[src/cc_match_pkg.sv]
// constants and types for the threshold match status block
package cc_match_pkg;
    // register addresses, 12 bits wide
    localparam logic [11:0] ADDR_HW_CTL = 12'h800;
    localparam logic [11:0] ADDR_SUMMARY = 12'h803;
    localparam logic [11:0] ADDR_CHG1 = 12'h804;
    localparam logic [11:0] ADDR_CHG2 = 12'h805;
    localparam logic [11:0] ADDR_HITS1 = 12'h806;
    localparam logic [11:0] ADDR_HITS2 = 12'h807;
    // hardware control field positions
    localparam int POS_PAUSE = 12;
    localparam int POS_UNIT = 11;
    localparam int POS_DB_ACTIVE = 9;
    localparam int POS_ATTACHED = 8;
    // summary field positions
    localparam int POS_FIRST_VALID = 7;
    localparam int POS_PIN2_CHG = 1;
    localparam int POS_PIN1_CHG = 0;
    // reset values
    localparam logic PAUSE_RST = 1'b0;
    localparam logic UNIT_RST = 1'b0;
    localparam logic [7:0] SPARE_RST = 8'h00;
    localparam logic [7:0] CHG_RST = 8'h00;
    localparam logic [7:0] HITS_RST = 8'h00;
    localparam logic [15:0] RD_NONE = 16'h0000;
    // timing: clock period and the two settle units
    localparam int CLK_PERIOD_NS = 40;
    localparam int SCAN_TIME_NS = 1600000;
    localparam int FINE_TIME_NS = 100000;
    localparam int SCAN_CYC = SCAN_TIME_NS / CLK_PERIOD_NS;
    localparam int FINE_CYC = FINE_TIME_NS / CLK_PERIOD_NS;
    // attachment state from the connection detect logic
    typedef enum logic [3:0] {
        ATT_UNATTACHED = 4'b0001,
        ATT_WAIT = 4'b0010,
        ATT_SOURCE = 4'b0100,
        ATT_SINK = 4'b1000
    } attach_t;
endpackage

[src/settle_filter.sv]
// per-pin settle filter for the eight threshold comparator results
`timescale 1ns/1ps
module settle_filter (
    input wire logic clk_sys,
    input wire logic nrst,
    input wire logic ce,
    input wire logic enable,
    input wire logic pause,
    input wire logic hold,
    input wire logic tick,
    input wire logic [7:0] limit,
    input wire logic [7:0] filterEn,
    input wire logic [7:0] raw,
    output logic [7:0] hits,
    output logic settled
);
    import cc_match_pkg::*;

    logic [7:0] stable_r; // last settled value of filtered bits
    logic [7:0] cnt_r; // settle units elapsed on a pending change
    logic [7:0] hits_r; // presented match result
    logic settled_r; // one-cycle pulse from the edge of a settled load
    logic differ; // filtered bits disagree with settled value

    assign differ = (raw & filterEn) != (stable_r & filterEn);

    // count whole units while a change persists, then accept it
    always_ff @(posedge clk_sys or negedge nrst) begin
        if (!nrst) begin
            stable_r <= HITS_RST;
            cnt_r <= 8'h00;
            settled_r <= 1'b0;
        end else if (ce) begin
            settled_r <= 1'b0;
            // unfiltered bits track the pin, so turning a filter on
            // later does not drop a level that is already present
            stable_r <= (stable_r & filterEn) | (raw & ~filterEn);
            if (!enable || !differ || !hold) begin
                // change gone or gate closed: start over
                cnt_r <= 8'h00;
            end else if (tick && !pause) begin
                if (cnt_r >= limit) begin
                    // elapsed time is the limit plus one, times unit
                    stable_r <= raw;
                    cnt_r <= 8'h00;
                    settled_r <= 1'b1;
                end else begin
                    cnt_r <= cnt_r + 8'h01;
                end
            end
        end
    end

    // filtered bits show settled value, others show raw result
    always_ff @(posedge clk_sys or negedge nrst) begin
        if (!nrst) begin
            hits_r <= HITS_RST;
        end else if (ce) begin
            if (enable) begin
                hits_r <= (stable_r & filterEn) | (raw & ~filterEn);
            end
        end
    end

    assign hits = hits_r;
    assign settled = settled_r;
endmodule

[src/cc_match_status.sv]
// threshold match status and hardware control registers
`timescale 1ns/1ps
module cc_match_status #(
    // cycles per full threshold scan; shorten for simulation
    parameter int SCAN_CYCLES = cc_match_pkg::SCAN_CYC
) (
    input wire logic clk_sys,
    input wire logic nrst,
    input wire logic ce,
    // host register port
    input wire logic [11:0] regAddr,
    input wire logic regWrEn,
    input wire logic regRdEn,
    input wire logic [15:0] regWrData,
    output logic [15:0] regRdData,
    // asynchronous comparator results, one bit per threshold
    input wire logic [7:0] pin1Compare,
    input wire logic [7:0] pin2Compare,
    // same-clock inputs from neighbouring blocks
    input wire logic compEnable,
    input wire logic messageBusy,
    input wire logic openSeen,
    input wire cc_match_pkg::attach_t attachState,
    input wire logic [7:0] unattachedSettleTime,
    input wire logic [7:0] messageSettleTime,
    input wire logic [7:0] settleFilterEnable1,
    input wire logic [7:0] settleFilterEnable2,
    // control bits toward the rest of the device
    output logic pauseOnMessage,
    output logic debouncerActive
);
    import cc_match_pkg::*;

    // control register fields
    logic pauseOnMessage_r; // pause debouncer on message traffic
    logic unitSel_r; // match debounce unit select
    logic [7:0] spare_r; // low byte, read/write storage only

    // synchronisers for the comparator pins
    logic [7:0] p1Meta_r; // first stage, read only by second
    logic [7:0] p1Sync_r;
    logic [7:0] p2Meta_r; // first stage, read only by second
    logic [7:0] p2Sync_r;

    // tick dividers
    logic [15:0] scanCnt_r; // counts one full scan
    logic [11:0] fineCnt_r; // counts one fine unit
    logic scanTick; // one cycle per full scan
    logic fineTick; // one cycle per fine unit

    // settle selection by attach state
    logic unitTick; // tick in the chosen unit
    logic [7:0] limit; // count limit in the chosen unit
    logic holdGate; // gate that must persist while counting
    logic pauseNow; // debouncer paused this cycle

    // filter results
    logic [7:0] hits1; // pin 1 presented result
    logic [7:0] hits2; // pin 2 presented result
    logic settled1; // pin 1 settled load
    logic settled2; // pin 2 settled load
    logic [7:0] hits1Prev_r; // previous pin 1 result
    logic [7:0] hits2Prev_r; // previous pin 2 result

    // status
    logic [7:0] chg1_r; // pin 1 change status
    logic [7:0] chg2_r; // pin 2 change status
    logic [7:0] chg1_nxt;
    logic [7:0] chg2_nxt;
    logic firstValid_r; // first result valid after enable
    logic attached_r; // attach state seen by software
    logic dbActive_r; // debouncer running
    logic [15:0] rdData_r; // registered read answer
    logic [15:0] rdMux; // combinational read select

    // true when a write hits the given address
    // no ce here; every user sits behind its own ce gate
    function automatic logic wrHit(input logic [11:0] a);
        wrHit = regWrEn && (regAddr == a);
    endfunction

    // match value as seen by a read: default while disabled
    function automatic logic [7:0] hitsView(input logic [7:0] h);
        hitsView = compEnable ? h : HITS_RST;
    endfunction

    // control register: pause and unit bits plus spare byte
    // reserved high bits are not stored; writes to them are lost
    always_ff @(posedge clk_sys or negedge nrst) begin
        if (!nrst) begin
            pauseOnMessage_r <= PAUSE_RST;
            unitSel_r <= UNIT_RST;
            spare_r <= SPARE_RST;
        end else if (ce) begin
            if (wrHit(ADDR_HW_CTL)) begin
                pauseOnMessage_r <= regWrData[POS_PAUSE];
                unitSel_r <= regWrData[POS_UNIT];
                spare_r <= regWrData[7:0];
            end
        end
    end

    // two flops before any logic looks at the comparator pins
    // comparators switch on their own timing, hence the pair
    always_ff @(posedge clk_sys or negedge nrst) begin
        if (!nrst) begin
            p1Meta_r <= HITS_RST;
            p1Sync_r <= HITS_RST;
            p2Meta_r <= HITS_RST;
            p2Sync_r <= HITS_RST;
        end else if (ce) begin
            p1Meta_r <= pin1Compare;
            p1Sync_r <= p1Meta_r;
            p2Meta_r <= pin2Compare;
            p2Sync_r <= p2Meta_r;
        end
    end

    // scan divider: one tick per full pass over all thresholds
    // the coarse unit is this tick, free running while enabled;
    // a settle time so carries up to one unit of phase error,
    // traded for one divider shared by both pins
    always_ff @(posedge clk_sys or negedge nrst) begin
        if (!nrst) begin
            scanCnt_r <= 16'h0000;
        end else if (ce) begin
            if (!compEnable || scanTick) begin
                scanCnt_r <= 16'h0000;
            end else begin
                scanCnt_r <= scanCnt_r + 16'h0001;
            end
        end
    end

    // fine divider for the 100 us unit
    // fixed length; it does not follow SCAN_CYCLES
    always_ff @(posedge clk_sys or negedge nrst) begin
        if (!nrst) begin
            fineCnt_r <= 12'h000;
        end else if (ce) begin
            if (!compEnable || fineTick) begin
                fineCnt_r <= 12'h000;
            end else begin
                fineCnt_r <= fineCnt_r + 12'h001;
            end
        end
    end

    // terminal counts; restart on enable so first unit is whole
    assign scanTick = scanCnt_r == 16'(SCAN_CYCLES - 1);
    assign fineTick = fineCnt_r == 12'(FINE_CYC - 1);

    // pause only when software asked for it and a message is busy
    // the count holds rather than restarts, so a long message only
    // stretches the settle time and never loses progress
    assign pauseNow = pauseOnMessage_r && messageBusy;

    // settle interval and gate by attachment state
    // defaults cover the attached states; only the unattached
    // state may switch to the coarse scan unit
    always_comb begin
        unitTick = fineTick;
        limit = messageSettleTime;
        holdGate = 1'b1;
        case (attachState)
            ATT_UNATTACHED: begin
                // coarse or fine unit per the select bit
                unitTick = unitSel_r ? fineTick : scanTick;
                limit = unattachedSettleTime;
            end
            ATT_WAIT: begin
                // open must persist for the whole interval
                holdGate = openSeen;
            end
            ATT_SOURCE, ATT_SINK: begin
                // detach detection uses the message interval
                limit = messageSettleTime;
            end
            default: begin
                // unknown code: freeze the filter
                holdGate = 1'b0;
            end
        endcase
    end

    // pin 1 filter; a set bit means voltage above the threshold
    // filter output is the value software reads while compEnable is high
    settle_filter u_pin1 (
        .clk_sys(clk_sys),
        .nrst(nrst),
        .ce(ce),
        .enable(compEnable),
        .pause(pauseNow),
        .hold(holdGate),
        .tick(unitTick),
        .limit(limit),
        .filterEn(settleFilterEnable1),
        .raw(p1Sync_r),
        .hits(hits1),
        .settled(settled1)
    );

    // pin 2 filter, same timing as pin 1
    settle_filter u_pin2 (
        .clk_sys(clk_sys),
        .nrst(nrst),
        .ce(ce),
        .enable(compEnable),
        .pause(pauseNow),
        .hold(holdGate),
        .tick(unitTick),
        .limit(limit),
        .filterEn(settleFilterEnable2),
        .raw(p2Sync_r),
        .hits(hits2),
        .settled(settled2)
    );

    // previous results for change detection
    // both sides freeze together with ce, so no false toggle
    always_ff @(posedge clk_sys or negedge nrst) begin
        if (!nrst) begin
            hits1Prev_r <= HITS_RST;
            hits2Prev_r <= HITS_RST;
        end else if (ce) begin
            hits1Prev_r <= hits1;
            hits2Prev_r <= hits2;
        end
    end

    // change status: a toggle sets, write one clears, set wins
    // the clear acts on the old value, so a bit that toggles in
    // the same cycle as its clear stays set
    always_comb begin
        chg1_nxt = chg1_r;
        chg2_nxt = chg2_r;
        if (wrHit(ADDR_CHG1)) begin
            chg1_nxt = chg1_nxt & ~regWrData[7:0];
        end
        if (wrHit(ADDR_CHG2)) begin
            chg2_nxt = chg2_nxt & ~regWrData[7:0];
        end
        chg1_nxt = chg1_nxt | (hits1 ^ hits1Prev_r);
        chg2_nxt = chg2_nxt | (hits2 ^ hits2Prev_r);
    end

    // change status registers
    always_ff @(posedge clk_sys or negedge nrst) begin
        if (!nrst) begin
            chg1_r <= CHG_RST;
            chg2_r <= CHG_RST;
        end else if (ce) begin
            chg1_r <= chg1_nxt;
            chg2_r <= chg2_nxt;
        end
    end

    // first valid: set once per enable, dropped when disabled
    // filtered pins report on their first settled load; a fully
    // raw pin 1 has nothing to wait for once the filter runs; pin 2 is not checked
    always_ff @(posedge clk_sys or negedge nrst) begin
        if (!nrst) begin
            firstValid_r <= 1'b0;
        end else if (ce) begin
            if (!compEnable) begin
                firstValid_r <= 1'b0;
            end else if (settled1 || settled2) begin
                firstValid_r <= 1'b1;
            end else if (dbActive_r) begin
                // all pin 1 bits raw: first presented value is valid
                if (settleFilterEnable1 == 8'h00) begin
                    firstValid_r <= 1'b1;
                end
            end
        end
    end

    // status levels seen by software
    // attached covers both attached roles, not the wait state
    always_ff @(posedge clk_sys or negedge nrst) begin
        if (!nrst) begin
            dbActive_r <= 1'b0;
            attached_r <= 1'b0;
        end else if (ce) begin
            // lags enable by one cycle so polling is safe
            dbActive_r <= compEnable;
            attached_r <= attachState == ATT_SOURCE ||
                attachState == ATT_SINK;
        end
    end

    // read select; unmapped addresses read zero
    // reserved bits read zero; the low control byte is storage only
    always_comb begin
        rdMux = RD_NONE;
        case (regAddr)
            ADDR_HW_CTL: begin
                rdMux[POS_PAUSE] = pauseOnMessage_r;
                rdMux[POS_UNIT] = unitSel_r;
                rdMux[POS_DB_ACTIVE] = dbActive_r;
                rdMux[POS_ATTACHED] = attached_r;
                rdMux[7:0] = spare_r;
            end
            ADDR_SUMMARY: begin
                rdMux[POS_FIRST_VALID] = firstValid_r;
                // level follows change status, gone once cleared
                rdMux[POS_PIN2_CHG] = |chg2_r;
                rdMux[POS_PIN1_CHG] = |chg1_r;
            end
            ADDR_CHG1: begin
                rdMux[7:0] = chg1_r;
            end
            ADDR_CHG2: begin
                rdMux[7:0] = chg2_r;
            end
            ADDR_HITS1: begin
                rdMux[7:0] = hitsView(hits1);
            end
            ADDR_HITS2: begin
                rdMux[7:0] = hitsView(hits2);
            end
            default: begin
                rdMux = RD_NONE;
            end
        endcase
    end

    // read data held until the next read
    // a read strobe seen while ce is low is not taken
    always_ff @(posedge clk_sys or negedge nrst) begin
        if (!nrst) begin
            rdData_r <= RD_NONE;
        end else if (ce) begin
            if (regRdEn) begin
                rdData_r <= rdMux;
            end
        end
    end

    assign regRdData = rdData_r;
    assign pauseOnMessage = pauseOnMessage_r;
    assign debouncerActive = dbActive_r;
endmodule

[config.mk]
export PLATFORM = sky130hd
export DESIGN_NAME = cc_match_status
export DESIGN_NICKNAME = d
export VERILOG_FILES = /design/src/cc_match_pkg.sv /design/src/settle_filter.sv /design/src/cc_match_status.sv
export SDC_FILE = /design/constraint.sdc
export NUM_CORES = 1
export LEC_CHECK = 0
export ABC_AREA = 0
export BUFFER_PORTS_ARGS = -buffer_cell sky130_fd_sc_hd__buf_2
export CORE_MARGIN = 3
export CORE_UTILIZATION = 25
export DETAILED_ROUTE_END_ITERATION = 16
export PLACE_DENSITY = 0.51
export SLEW_MARGIN = 5
export SYNTH_ARGS = -nofsm -noshare
export SYNTH_HDL_FRONTEND = slang
export SYNTH_HIERARCHICAL = 1
export SYNTH_SLANG_ARGS = --single-unit
[constraint.sdc]
create_clock -name clk_sys -period 2.8 [get_ports clk_sys]
set_input_delay 0.56 -clock clk_sys [delete_from_list [all_inputs] [get_ports clk_sys]]
set_output_delay 0.56 -clock clk_sys [all_outputs]
set_load 0.03 [all_outputs]
After elaboration in Yosys (flattened, before gate mapping)
Index checks and enable logic that the tools add are counted.

cells by class
  bitwise operators = 17
  reductions and logical operators = 30
  muxes and demuxes = 37
  $lt $le $gt $ge = 2
  equality and inequality tests = 16
  add/subtract/negate cells = 4

operators with widths
  kind                                                    number
  two-way mux 8 bit                                       17
  == test 12 bit (second input constant)                  7
  AND 8 bit                                               8
  bitwise OR 8 bit                                        4
  one-hot mux 5 bit (5 select lines)                      1
  inverter 8 bit                                          3
  adder 16 x 1 -> 16 bit (second input constant)          1
  adder 8 x 1 -> 8 bit (second input constant)            2
  == test 16 bit (second input constant)                  1
  >= comparator 8 bit                                     2
  two-way mux 16 bit                                      1
  inequality test 8 bit                                   2
  OR reduction 8 bit                                      2
  bitwise XOR 8 bit                                       2
  adder 12 x 1 -> 12 bit (second input constant)          1
  two-way mux 1 bit                                       12
  two-way mux 12 bit                                      1
  one-hot mux 2 bit (6 select lines)                      1
  AND reduction 2 bit                                     5
  zero test 8 bit                                         1
  logical OR 1 bit                                        8
  inequality test 3 x 1 -> 1 bit (second input constant)  2
  one-hot mux 1 bit (6 select lines)                      1
  logical AND 1 bit                                       5
  other kinds (10)                                        16

storage, ports and cells
  bits in registers = 167

Depth between registers and ports, before layout
Gate-level depths: netlist (run 1).

  depth after elaboration = 7
  mapped depth = 11
  gate-level depth less buffers = 10

Cells and area by module
The synthesis (run 1) kept the hierarchy.

modules (own cells, without submodules)
  module                   cells each  sequential area each (um^2)  area an instance (um^2)  times used
  cc_match_status          508         2,927.8                      5,774.3                  1
  settle_filter at u_pin2  151         625.6                        1,556.5                  1
  settle_filter at u_pin1  153         625.6                        1,544.0                  1

Least setup slack after synthesis (run 1)
Ideal clock, no wire load.

  path kind = input port to flip-flop
  from = input port attachState[1]
  to = register u_pin2.stable_r[7]
  setup slack = -0.534 ns
  stages on the path = 9
  arrival time = 3.209 ns
  required time = 2.675 ns
  path through = nor4b_2 > mux2_2 > ha_1 > nand2b_1 > a2111oi_1 > o31ai_2 > nand3_2 > a21o_1 > mux2_2

between the ends
  longest elaborated chain between the ends = 6
  elaborated cells on any way between the ends = 15

ends and longest elaborated chain
  item                    line                    source
  from (decl)             cc_match_status.sv:23   input wire cc_match_pkg::attach_t attachState,
  == test 4 x 1 -> 1 bit  cc_match_status.sv:165  case (attachState)
  two-way mux 8 bit       cc_match_status.sv:165
  via limit[0]            cc_match_status.sv:53   logic [7:0] limit;
  >= comparator 8 bit     settle_filter.sv:42     if (cnt_r >= limit) begin
  two-way mux 8 bit       settle_filter.sv:42
  two-way mux 8 bit       settle_filter.sv:41     end else if (tick && !pause) begin
  two-way mux 8 bit       settle_filter.sv:38     if (!enable || !differ || !hold) begin
  to (signal assigned)    settle_filter.sv:37     stable_r <= (stable_r & filterEn) | (raw & ~filterEn);
  to (signal assigned)    settle_filter.sv:44     stable_r <= raw;
  to (decl)               settle_filter.sv:19     logic [7:0] stable_r;

The timed path passes the listed nets, and every way through them passes these cells.
A chain may end at the register's enable or synchronous reset.

Worst setup path in the final report (run 1)
  from = input port attachState[1]
  to = register u_pin2.stable_r[1]

The elaborated chain is that of the path after synthesis.

==> results.tsv, run 1 <==
stage	metric	value	unit
outcome	status	finished, violations left	
outcome	failing checks	negative setup slack	
synth	Gate Count Post-Synth	812	
timing	Max-slew headroom	53.6	%
timing	Max Slew Vio Count	0	
worst_hold_path	HP Class	in2async	
floorplanning	placeable core region	0.0348	mm^2
drt	WL final	23.2	mm
floorplanning	Die H	194	um
power_and_ir_drop	pwr/cell area	567	mW/mm^2
timing	worst slew pin tran	687	ps
setup_path	Critical Path RT	3120	ps
clock_network	clock sink total	167	
global_routing	vias in the first global route	6654	
clock_network	Num CTS Buffers	17	
timing	period utilisation layout	102	%
synth	Post-Syn Area per Cell	10.9	um^2
clock_network	clk_lat worst skew	440	ps
timing	Hold Slack	105	ps
clock_network	# hold bufs at CTS	0	
cells_and_area	nets	1053	
floorplanning	initial core utilization	25.5	%
cells_and_area	sequential cell area	0.00418	mm^2
clock_network	Clock Path Buffers	2	
place	GPL Wtd Cong	0.778	
setup_path	crit-path most repeated cell	mux2_4	
power_and_ir_drop	Leak	4.77	nW
run	# Max-Cap Violations	0	
setup_path	CP Cell Sequence	buf_8 > nor4b_4 > buf_4 > buf_12 > mux2_4 > ha_4 > nand2b_4 > a2111oi_4 > o31ai_4 > nand3_2 > a21o_1 > mux2_4	
setup_path	Worst path max stage delay	430	ps
synth	prevailing post-synth register cell	dfrtp_1	
cells_and_area	Synth-to-Final Area Change	23.1	%
cells_and_area	# fillers	3569	
floorplanning	row count	68	
synth	asr flop ratio synth	100	%
drt	DR pass1 iterations	7	
global_routing	remaining global-route overflow	0	
timing	Final Hold Fails	0	
timing	minimum clock period	2850	ps
timing	worst clock skew	12.2	ps
global_routing	maximum number of pins on one net before global-route repair	59	
timing	fmax	351	MHz
setup_path	WP data arrival	3170	ps
clock_network	clock root buffer	clkbuf_16	
setup_path	crit path max fanout	5	
place	number of I/O port buffers	95	
drt	Wirelength per Cell	16.4	um
synth	post-synthesis cell type count	79	
timing	Worst Slack Setup Final	-48.2	ps
setup_path	Setup crit end kind	flop	
synth	synthesized area	0.00887	mm^2
cells_and_area	final core occ	31.4	%
power_and_ir_drop	VDD IR max	0.409	mV
drt	Antenna Nets Post-Route	0	
drt	vias per cell	4.72	
timing	Setup-failing EPs final	3	
setup_path	startpoint types	input pin	
power_and_ir_drop	Pwr Total	6.19	mW
global_routing	Tot GR Track Use	12.3	%
clock_network	H-tree levels	4	
floorplanning	die area	0.0378	mm^2
synth	sequential cell area fraction in the yosys report	47.1	%
drt	DR vias	6676	
cells_and_area	Multi-input gate area	0.00458	mm^2
place	hpwl dp	17.1	mm
floorplanning	# IOs	106	
synth	Post-synth EDFFs	0	
drt	# DRC	0	
synth	Seq cells post-synth	167	
global_routing	initial antenna violation count	3	
setup_path	crit path kind	in2reg	
setup_path	Slowest cell on crit path	o31ai_4	
drt	drt first-iter violations	433	
synth	YS warnings	6	
cells_and_area	diodes inserted	0	
global_routing	first-pass GRT wire length	37.4	mm
timing	RSZ-0062 raised after global routing	yes	
clock_network	CTS tree	done	
clock_network	Clock Pin Slew Worst Setup and Hold Paths	70	ps
floorplanning	Die Width	194	um
cells_and_area	share of layout cells above drive strength 1	31.7	%
[Yosys cell counts, drive strengths merged, types with 2 or more instances]
library cell | number | area [um^2]
nor2 | 46 | 191
a41oi | 3 | 33.8
nand4b | 2 | 17.5
buf | 14 | 85.1
dfrtp | 167 | 4180
o22ai | 5 | 31.3
and3 | 9 | 57.6
o41ai | 2 | 17.5
nor3 | 12 | 71.3
and2 | 6 | 37.5
o21a | 4 | 30.0
clkbuf | 20 | 75.1
a22o | 19 | 168
or4 | 4 | 45.0
o31ai | 4 | 48.8
a21oi | 51 | 259
nand3b | 3 | 35.0
a22oi | 13 | 97.6
a2111oi | 3 | 65.1
o21ai | 35 | 186
o2bb2ai | 7 | 61.3
nand2b | 10 | 70.1
or3 | 10 | 62.6
nand3 | 20 | 105
mux2 | 83 | 935
mux2i | 24 | 240
a211oi | 4 | 30.0
nor2b | 4 | 25.0
a222oi | 5 | 50.1
a21o | 11 | 82.6
or3b | 4 | 37.5
a31oi | 3 | 18.8
xnor2 | 15 | 131
inv | 27 | 101
xor2 | 37 | 324
nand2 | 65 | 244
ha | 20 | 250
nor4b | 3 | 32.5
nand4 | 13 | 118
nor4 | 10 | 92.6
[power breakdown]
part           switching, mW  leakage, nW  internal (mW)
Clock                   1.07        0.274           1.24
Sequential             0.248         2.04           2.67
Combinational          0.476         2.47          0.488
[path summary, 6_finish.rpt]
kind	start	endpoint	slack, ps	depth (start not counted)
worst max-delay path	attachState[1]	u_pin2/stable_r[1]	-50	12
worst min-delay path	nrst	p1Sync_r[7]	100	1
worst max register to register	fineCnt_r[0]	u_pin1/stable_r[0]	160	10
worst min register to register	regRdData[6]	regRdData[6]	470	2
max in group asynchronous	nrst	u_pin2/stable_r[1]	1990	2
min in group clk_sys	pin2Compare[3]	p2Meta_r[3]	350	2
[placed cells by master, fill, tap and decap left out, types with 19 or more instances in the layout]
cell	count
dfrtp_1	167
buf_4	46
xor2_1	37
inv_1	27
a21oi_1	47
nand3_1	19
nand2_1	65
mux2_2	73
nor2_1	44
mux2i_1	24
o21ai_0	32
buf_2	91
[per-stage QoR]
stage          TNS (ps)  instances  setup WS, ps  area (um^2)
4_1_cts               0       1408          41.2        10800
6_report          -94.3       1413         -48.2        10900
2_1_floorplan     -3160        815          -189         8930
3_5_place_dp     -10900       1376          -515        10200
3_3_place_gp     -10270       1376          -495        10200
5_1_grt            -741       1413         -95.7        10900
[final cells by class]
| class | instances | area share, % |
|---|---|---|
| Multi-Input combinational cell | 587 | 41.9 |
| Clock inverter | 15 | 1.31 |
| Tap cell | 455 | 5.21 |
| Timing Repair Buffer | 144 | 8.45 |
| Sequential cell | 167 | 38.3 |
| Inverter | 28 | 0.962 |
| Clock buffer | 17 | 3.90 |
[layer usage]
layer | track usage, % | up-vias | wire length (um) | share of wire (%)
met5 | 0 | - | 28 | 0.12
met1 | 17.5 | 3310 | 11300 | 49
li1 | - | 3228 | - | -
met4 | 3.09 | 6 | 285 | 1.2
met2 | 19.2 | 112 | 10700 | 46
met3 | 2.79 | 20 | 912 | 3.9
[registers in the layout, summed over array words and instances (netlist names), 8 cells and up]
name             cells
p2Meta_r             8
p2Sync_r             8
u_pin2/stable_r      8
fineCnt_r           12
u_pin1/stable_r      8
hits2Prev_r          8
u_pin1/cnt_r         8
p1Meta_r             8
hits1Prev_r          8
spare_r              8
chg2_r               8
u_pin1/hits          8
regRdData           12
scanCnt_r           16
u_pin2/hits          8
chg1_r               8
p1Sync_r             8
u_pin2/cnt_r         8
[worst max-delay path: cells and delay by family]
kind,cells,cell delay [ps]
compound gates,3,720
buf+inv,3,400
mux,2,610
fa+ha+maj,1,270
simple gates,3,590
[kinds of logic (layout without fill, tap and decap cells)]
kind of cell | count (synthesis) | count (layout) | share of synthesized area, %
other cells | 1 | 4 | 0.0423
flops | 167 | 167 | 47.1
buf+inv | 62 | 204 | 2.99
compound gates | 177 | 177 | 14.1
xor+xnor | 52 | 52 | 5.13
fa+ha+maj | 20 | 20 | 2.82
simple gates | 226 | 227 | 14.6
mux | 107 | 107 | 13.2
[repair_timing]
item | in CTS | in global routing
endpoints found under the setup margin | 7 | 20
pin swaps | 0 | 14
buffers inserted | 0 | 3
gates cloned | 0 | 2
resized for setup | 1 | 19
Note: power is estimated with default switching activity, not from simulation.
==> inputs of run 2 (changes only) <==
--- a/config.mk
+++ b/config.mk
@@ -7,12 +7,14 @@
 export LEC_CHECK = 0
 export ABC_AREA = 0
 export BUFFER_PORTS_ARGS = -buffer_cell sky130_fd_sc_hd__buf_2
+export CELL_PAD_IN_SITES_DETAIL_PLACEMENT = 1
+export CELL_PAD_IN_SITES_GLOBAL_PLACEMENT = 1
 export CORE_MARGIN = 3
 export CORE_UTILIZATION = 25
+export CTS_CLUSTER_SIZE = 12
 export DETAILED_ROUTE_END_ITERATION = 16
-export PLACE_DENSITY = 0.51
+export PLACE_DENSITY = 0.59
 export SLEW_MARGIN = 5
 export SYNTH_ARGS = -nofsm -noshare
 export SYNTH_HDL_FRONTEND = slang
-export SYNTH_HIERARCHICAL = 1
 export SYNTH_SLANG_ARGS = --single-unit
==> results.tsv, run 2 <==
stage	metric	value	unit
clock_network	Clock Pin Slew Worst Setup and Hold Paths	70	ps
synth	Yosys top cell by area	dfrtp_1	
timing	worst slew pin tran	578	ps
floorplanning	die area	0.0375	mm^2
setup_path	crit path max fanout	11	
timing	period utilisation layout	98.9	%
global_routing	Tot GR Track Use	13.4	%
synth	YS warnings	0	
place	number of I/O port buffers	95	
power_and_ir_drop	Seq pwr share	46.9	%
setup_path	Setup crit end kind	flop	
cells_and_area	Design Area, Final	0.0108	mm^2
clock_network	CTS tree	done	
setup_path	r2r setup slk	230	ps
floorplanning	Die Width	194	um
setup_path	RR Endpoint	u_pin1.stable_r[2]	
floorplanning	row count	68	
setup_path	startpoint types	input pin	
power_and_ir_drop	pwr/cell area	561	mW/mm^2
power_and_ir_drop	switch share	29.1	%
synth	most instantiated cells after synthesis	dfrtp_1 (167), nand2_1 (78), nor2_1 (65)	
synth	prevailing post-synth register cell	dfrtp_1	
power_and_ir_drop	Leak	4.67	nW
setup_path	RR Startpoint	fineCnt_r[0]	
global_routing	initial antenna violation count	3	
cells_and_area	Multi-input gate area	0.00447	mm^2
place	placed instance area	0.0102	mm^2
run	# Max-Cap Violations	0	
clock_network	clk_lat worst skew	450	ps
drt	drt first-iter violations	289	
setup_path	crit path kind	in2reg	
power_and_ir_drop	Int Pwr	4.31	mW
synth	synthesized area	0.00879	mm^2
clock_network	clock sink total	167	
clock_network	Post-CTS Resized	0	
cells_and_area	# fillers	3922	
clock_network	Num CTS Buffers	17	
clock_network	setup bufs post-CTS	0	
timing	TNS Setup	0	ps
drt	DR pass1 iterations	4	
drt	WL final	25.0	mm
place	Cells after DPL	1387	
clock_network	H-tree levels	4	
drt	# DRC	0	
global_routing	vias in the first global route	7109	
place	GPL Wtd Cong	0.736	
timing	Final Hold Fails	0	
power_and_ir_drop	Gate power share	14.3	%
synth	top post-synthesis cells by area	dfrtp_1 (48%), mux2_2 (7.4%), xor2_1 (5.0%)	
worst_hold_path	HP Class	in2async	
cells_and_area	max FFs per register	16	
synth	Gate Count Post-Synth	828	
global_routing	first-pass GRT wire length	40.3	mm
floorplanning	placeable core region	0.0346	mm^2
global_routing	remaining global-route overflow	0	
global_routing	maximum number of pins on one net before global-route repair	58	
cells_and_area	sequential cell area	0.00418	mm^2
timing	Setup-failing EPs final	0	
setup_path	WP data arrival	3090	ps
synth	share of the synthesized area in the top cell type	47.5	%
synth	Post-Syn Area per Cell	10.6	um^2
synth	Post-synth EDFFs	0	
cells_and_area	final core occ	31.3	%
place	hpwl dp	18.4	mm
synth	top-count cell post-synth	dfrtp_1	
cells_and_area	share of layout cells above drive strength 1	28.1	%
synth	Seq cells post-synth	167	
setup_path	Critical Path RT	3120	ps
cells_and_area	most common cell after layout, fill and taps aside	dfrtp_1	
synth	post-synthesis cell type count	66	
drt	vias per cell	4.85	
floorplanning	# IOs	106	
drt	DR vias	6882	
outcome	status	finished, final reports clean	
timing	RSZ-0062 raised after global routing	yes	
timing	Max-slew headroom	61.0	%
timing	worst clock skew	13.4	ps
cells_and_area	commonest non-fill, non-tap cells in the layout	dfrtp_1 (167), buf_2 (93), nand2_1 (78), nor2_1 (64), mux2_2 (57)	
setup_path	Worst Reg-to-Reg Cells	7	
timing	Max Slew Vio Count	0	
timing	fmax	361	MHz
synth	sequential cell area fraction in the yosys report	47.5	%
cells_and_area	Synth-to-Final Area Change	23.2	%
clock_network	# hold bufs at CTS	0	
power_and_ir_drop	Pwr Total	6.07	mW
timing	minimum clock period	2770	ps
drt	Wirelength per Cell	17.6	um
clock_network	clock root buffer	clkbuf_16	
synth	asr flop ratio synth	100	%
drt	Antenna Nets Post-Route	0	
cells_and_area	Final Non-Filler Cells	1420	
cells_and_area	nets	1057	
clock_network	Clock Path Buffers	2	
floorplanning	initial core utilization	25.4	%
power_and_ir_drop	VDD IR max	0.272	mV
power_and_ir_drop	Clk pwr share	38.8	%
floorplanning	Die H	194	um
power_and_ir_drop	Psw	1.77	mW
cells_and_area	Biggest register	scanCnt_r	
run 2: cell count changes in the layout (fill, tap and decap cells not counted), sizes merged, moves of 12 or more:
cell	delta
a21oi	-12
nand2	+14
nor2	+19
o221ai	+14
xnor2	-14
xor2	+13
run 2: worst max-delay path, cell delays in order:
cell,delay [ps]
buf_2,120
nor4b_4,330
buf_12,200
mux2_4,330
ha_4,210
nand2b_4,120
a21o_1,150
maj3_2,320
a31oi_4,160
buf_12,160
o22ai_1,80
mux2_1,320
run 2: how the worst max path moves through the flow:
stage	from	to	slack [ps]
global placement	attachState[2]	u_pin1.stable_r[0]	-400
CTS	attachState[2]	u_pin1.stable_r[2]	0.08
floorplan	attachState[2]	u_pin1.stable_r[3]	-190
finish	attachState[1]	u_pin1.stable_r[2]	30
global route	attachState[1]	u_pin1.stable_r[0]	-30
detailed placement	attachState[2]	u_pin1.stable_r[2]	-460
run 2: per-layer routing:
layer / GRT usage (%) / routed length [um]
met1: 18.8 / 12300
met2: 20.9 / 11300
met3: 3.15 / 1010
met4: 3.54 / 316
met5: 0 / 35
run 2: per-stage QoR:
| step | worst slack [ps] | hold slack (ps) |
|---|---|---|
| after global placement | -401 | 449 |
| after global routing | -28.4 | 52.9 |
| after floorplan | -188 | 264 |
| final | 30.0 | 35.6 |
| after detailed placement | -464 | 459 |
| after CTS | 0.0844 | 49.5 |
run 2: layout make-up:
| cell class | instances | share of cell area, % |
|---|---|---|
| multi-input combinational | 600 | 41.2 |
| clock inverter | 14 | 1.33 |
| antenna | 1 | 0.0231 |
| tap | 455 | 5.25 |
| sequential | 167 | 38.6 |
| clock buffer | 18 | 3.96 |
| timing repair buffer | 144 | 8.90 |
| inverter | 21 | 0.727 |
run 2: power by group through the flow:
stage          Sequential [mW]  Clock [mW]  Combinational [mW]
2_1_floorplan             2.85           0               0.534
3_3_place_gp              2.88           0               0.853
3_5_place_dp              2.89           0               0.871
4_1_cts                   2.85        2.43               0.877
5_1_grt                   2.88        2.54               0.975
6_report                  2.85        2.36               0.871
run 2: cell families after synthesis:
logic type      after synthesis  share of synthesized area (%)
compound gates              167                           13.8
simple gates                257                           15.0
flops                       167                           47.5
mux                         102                           12.7
xor+xnor                     51                           5.08
fa+ha+maj                    19                           2.69
other cells                   1                         0.0426
buf+inv                      64                           3.27
==> inputs of run 3 (changes only) <==
--- a/config.mk
+++ b/config.mk
@@ -10,10 +10,11 @@
 export CELL_PAD_IN_SITES_DETAIL_PLACEMENT = 1
 export CELL_PAD_IN_SITES_GLOBAL_PLACEMENT = 1
 export CORE_MARGIN = 3
-export CORE_UTILIZATION = 25
+export CORE_UTILIZATION = 45
 export CTS_CLUSTER_SIZE = 12
 export DETAILED_ROUTE_END_ITERATION = 16
-export PLACE_DENSITY = 0.59
+export PLACE_DENSITY = 0.88
+export SETUP_SLACK_MARGIN = 0.02
 export SLEW_MARGIN = 5
 export SYNTH_ARGS = -nofsm -noshare
 export SYNTH_HDL_FRONTEND = slang
==> results.tsv, run 3 (same netlist as run 2, synthesis figures left out) <==
stage	metric	value	unit
clock_network	Num CTS Buffers	17	
setup_path	Critical Path RT	3110	ps
drt	vias per cell	5.94	
setup_path	Slowest cell on crit path	a221o_1	
clock_network	clock sink total	167	
setup_path	CP Cell Sequence	buf_6 > nor4b_4 > buf_12 > mux2i_4 > ha_4 > a21oi_2 > nand2_1 > a221o_1 > a31oi_4 > buf_12 > o22ai_1 > mux2_1	
drt	drt first-iter violations	456	
clock_network	Clock Pin Slew Worst Setup and Hold Paths	60	ps
timing	Hold Slack	108	ps
cells_and_area	nets	1055	
floorplanning	Die H	146	um
run	# Max-Cap Violations	0	
cells_and_area	share of layout cells above drive strength 1	28.6	%
setup_path	crit-path most repeated cell	buf_12	
global_routing	Tot GR Track Use	24.7	%
timing	Max-slew headroom	46.1	%
clock_network	clock root buffer	clkbuf_16	
timing	Final Hold Fails	0	
place	hpwl dp	17.8	mm
floorplanning	Die Width	146	um
timing	minimum clock period	2860	ps
clock_network	clk_lat worst skew	440	ps
power_and_ir_drop	VDD IR max	0.471	mV
clock_network	H-tree levels	4	
clock_network	CTS tree	done	
place	pre-CTS setup slack	-500	ps
timing	Setup-failing EPs final	6	
power_and_ir_drop	Gate power share	14.7	%
setup_path	crit path max fanout	11	
timing	period utilisation layout	102	%
cells_and_area	Final Non-Filler Cells	1225	
power_and_ir_drop	Pwr Total	6.26	mW
drt	DR pass1 iterations	7	
global_routing	vias in the first global route	7700	
place	GPL Wtd Cong	0.841	
drt	WL final	27.7	mm
power_and_ir_drop	Psw	1.73	mW
cells_and_area	commonest non-fill, non-tap cells in the layout	dfrtp_1 (167), buf_2 (91), nand2_1 (77), nor2_1 (64), mux2_2 (57)	
drt	Antenna Nets Post-Route	0	
timing	Worst Slack Setup Final	-61.7	ps
power_and_ir_drop	Int Pwr	4.53	mW
setup_path	buffers and inverters on the worst path	3	
setup_path	startpoint types	input pin	
cells_and_area	Synth-to-Final Area Change	21.1	%
timing	worst slew pin tran	809	ps
setup_path	Worst path max stage delay	380	ps
power_and_ir_drop	Clk pwr share	39.3	%
place	Cells after DPL	1187	
global_routing	remaining global-route overflow	0	
floorplanning	die area	0.0213	mm^2
power_and_ir_drop	pwr/cell area	588	mW/mm^2
worst_hold_path	HP Class	in2async	
setup_path	crit path kind	in2reg	
cells_and_area	max FFs per register	16	
power_and_ir_drop	Seq pwr share	46.1	%
drt	Wirelength per Cell	22.6	um
place	number of I/O port buffers	95	
clock_network	Clock Path Buffers	2	
power_and_ir_drop	switch share	27.6	%
drt	DR vias	7277	
setup_path	Setup crit end kind	flop	
global_routing	maximum number of pins on one net before global-route repair	68	
timing	worst clock skew	9.17	ps
timing	RSZ-0062 raised after global routing	yes	
drt	# DRC	0	
power_and_ir_drop	Leak	4.66	nW
floorplanning	initial core utilization	46.4	%
timing	Max Slew Vio Count	0	
cells_and_area	Biggest register	scanCnt_r	
outcome	failing checks	negative setup slack	
setup_path	WP data arrival	3170	ps
outcome	status	finished, violations left	
floorplanning	row count	50	
setup_path	CP top delay family	compound AO/OA/AOI/OAI gates	
global_routing	initial antenna violation count	5	
floorplanning	# IOs	106	
cells_and_area	most common cell after layout, fill and taps aside	dfrtp_1	
timing	fmax	349	MHz
floorplanning	placeable core region	0.0190	mm^2
timing	TNS Setup	-131	ps
global_routing	first-pass GRT wire length	42.0	mm
==> run 3: changes by cell type in the layout (fill, tap and decap cells not counted), sizes merged <==
cell / change
a21boi: +1
diode: +3
clkbuf: +6
clkinv: -4
inv: -6
clkinvlp: +1
buf: -3
bufinv: +2
==> run 3: metrics by stage <==
stage               utilization (%)  instance area (um^2)
CTS                            55.5                 10500
finish                         56.2                 10700
detailed placement             51.9                  9840
global placement               51.9                  9840
floorplan                         -                  8870
global route                   56.2                 10700
==> run 3: worst paths after layout <==
kind | slack [ps] | cells after the start | startpoint | endpoint
min | 110 | 1 | nrst | scanCnt_r[6]
max in group asynchronous | 1890 | 2 | nrst | scanCnt_r[14]
max reg2reg | 90 | 7 | scanCnt_r[0] | u_pin1.stable_r[2]
min in group clk_sys | 350 | 2 | regWrData[12] | pauseOnMessage
max | -60 | 12 | attachState[2] | u_pin1.stable_r[2]
min reg2reg | 480 | 2 | regRdData[9] | regRdData[9]
==> run 3: power by group through the flow <==
stage / sequential, mW / combinational [mW] / clock, mW
floorplan: 2.85 / 0.534 / 0
global placement: 2.88 / 0.801 / 0
detailed placement: 2.91 / 0.853 / 0
CTS: 2.87 / 0.886 / 2.48
global route: 2.91 / 0.998 / 2.59
finish: 2.88 / 0.920 / 2.46
==> run 3: layer usage <==
metal / vias up / wire [um] / GRT usage, % / share of wire [%]
met2: 215 / 14200 / 42.9 / 51
met4: 2 / 920 / 9.69 / 3.3
met3: 60 / 1090 / 4.14 / 3.9
met1: 3733 / 11500 / 30.7 / 41
met5: - / 7 / 0 / 0.025
li1: 3267 / - / - / -
==> run 3: what timing repair did <==
action / CTS / global route
gates resized for setup: 10 / 26
cloned: 1 / 0
hold buffers: 0 / 0
buffers inserted: 1 / 1
pin swaps: 3 / 7
endpoints found under the setup margin: 31 / 31
==> run 3: cell type report <==
type | count | area [um^2]
fillers | 2071 | 8300
multi-input cells | 601 | 4550
flip-flops and latches | 167 | 4180
repair buffers | 141 | 907
clock buffers | 24 | 482
well taps | 260 | 325
clock inverters | 7 | 119
inverters | 21 | 78.8
diodes | 4 | 10.0
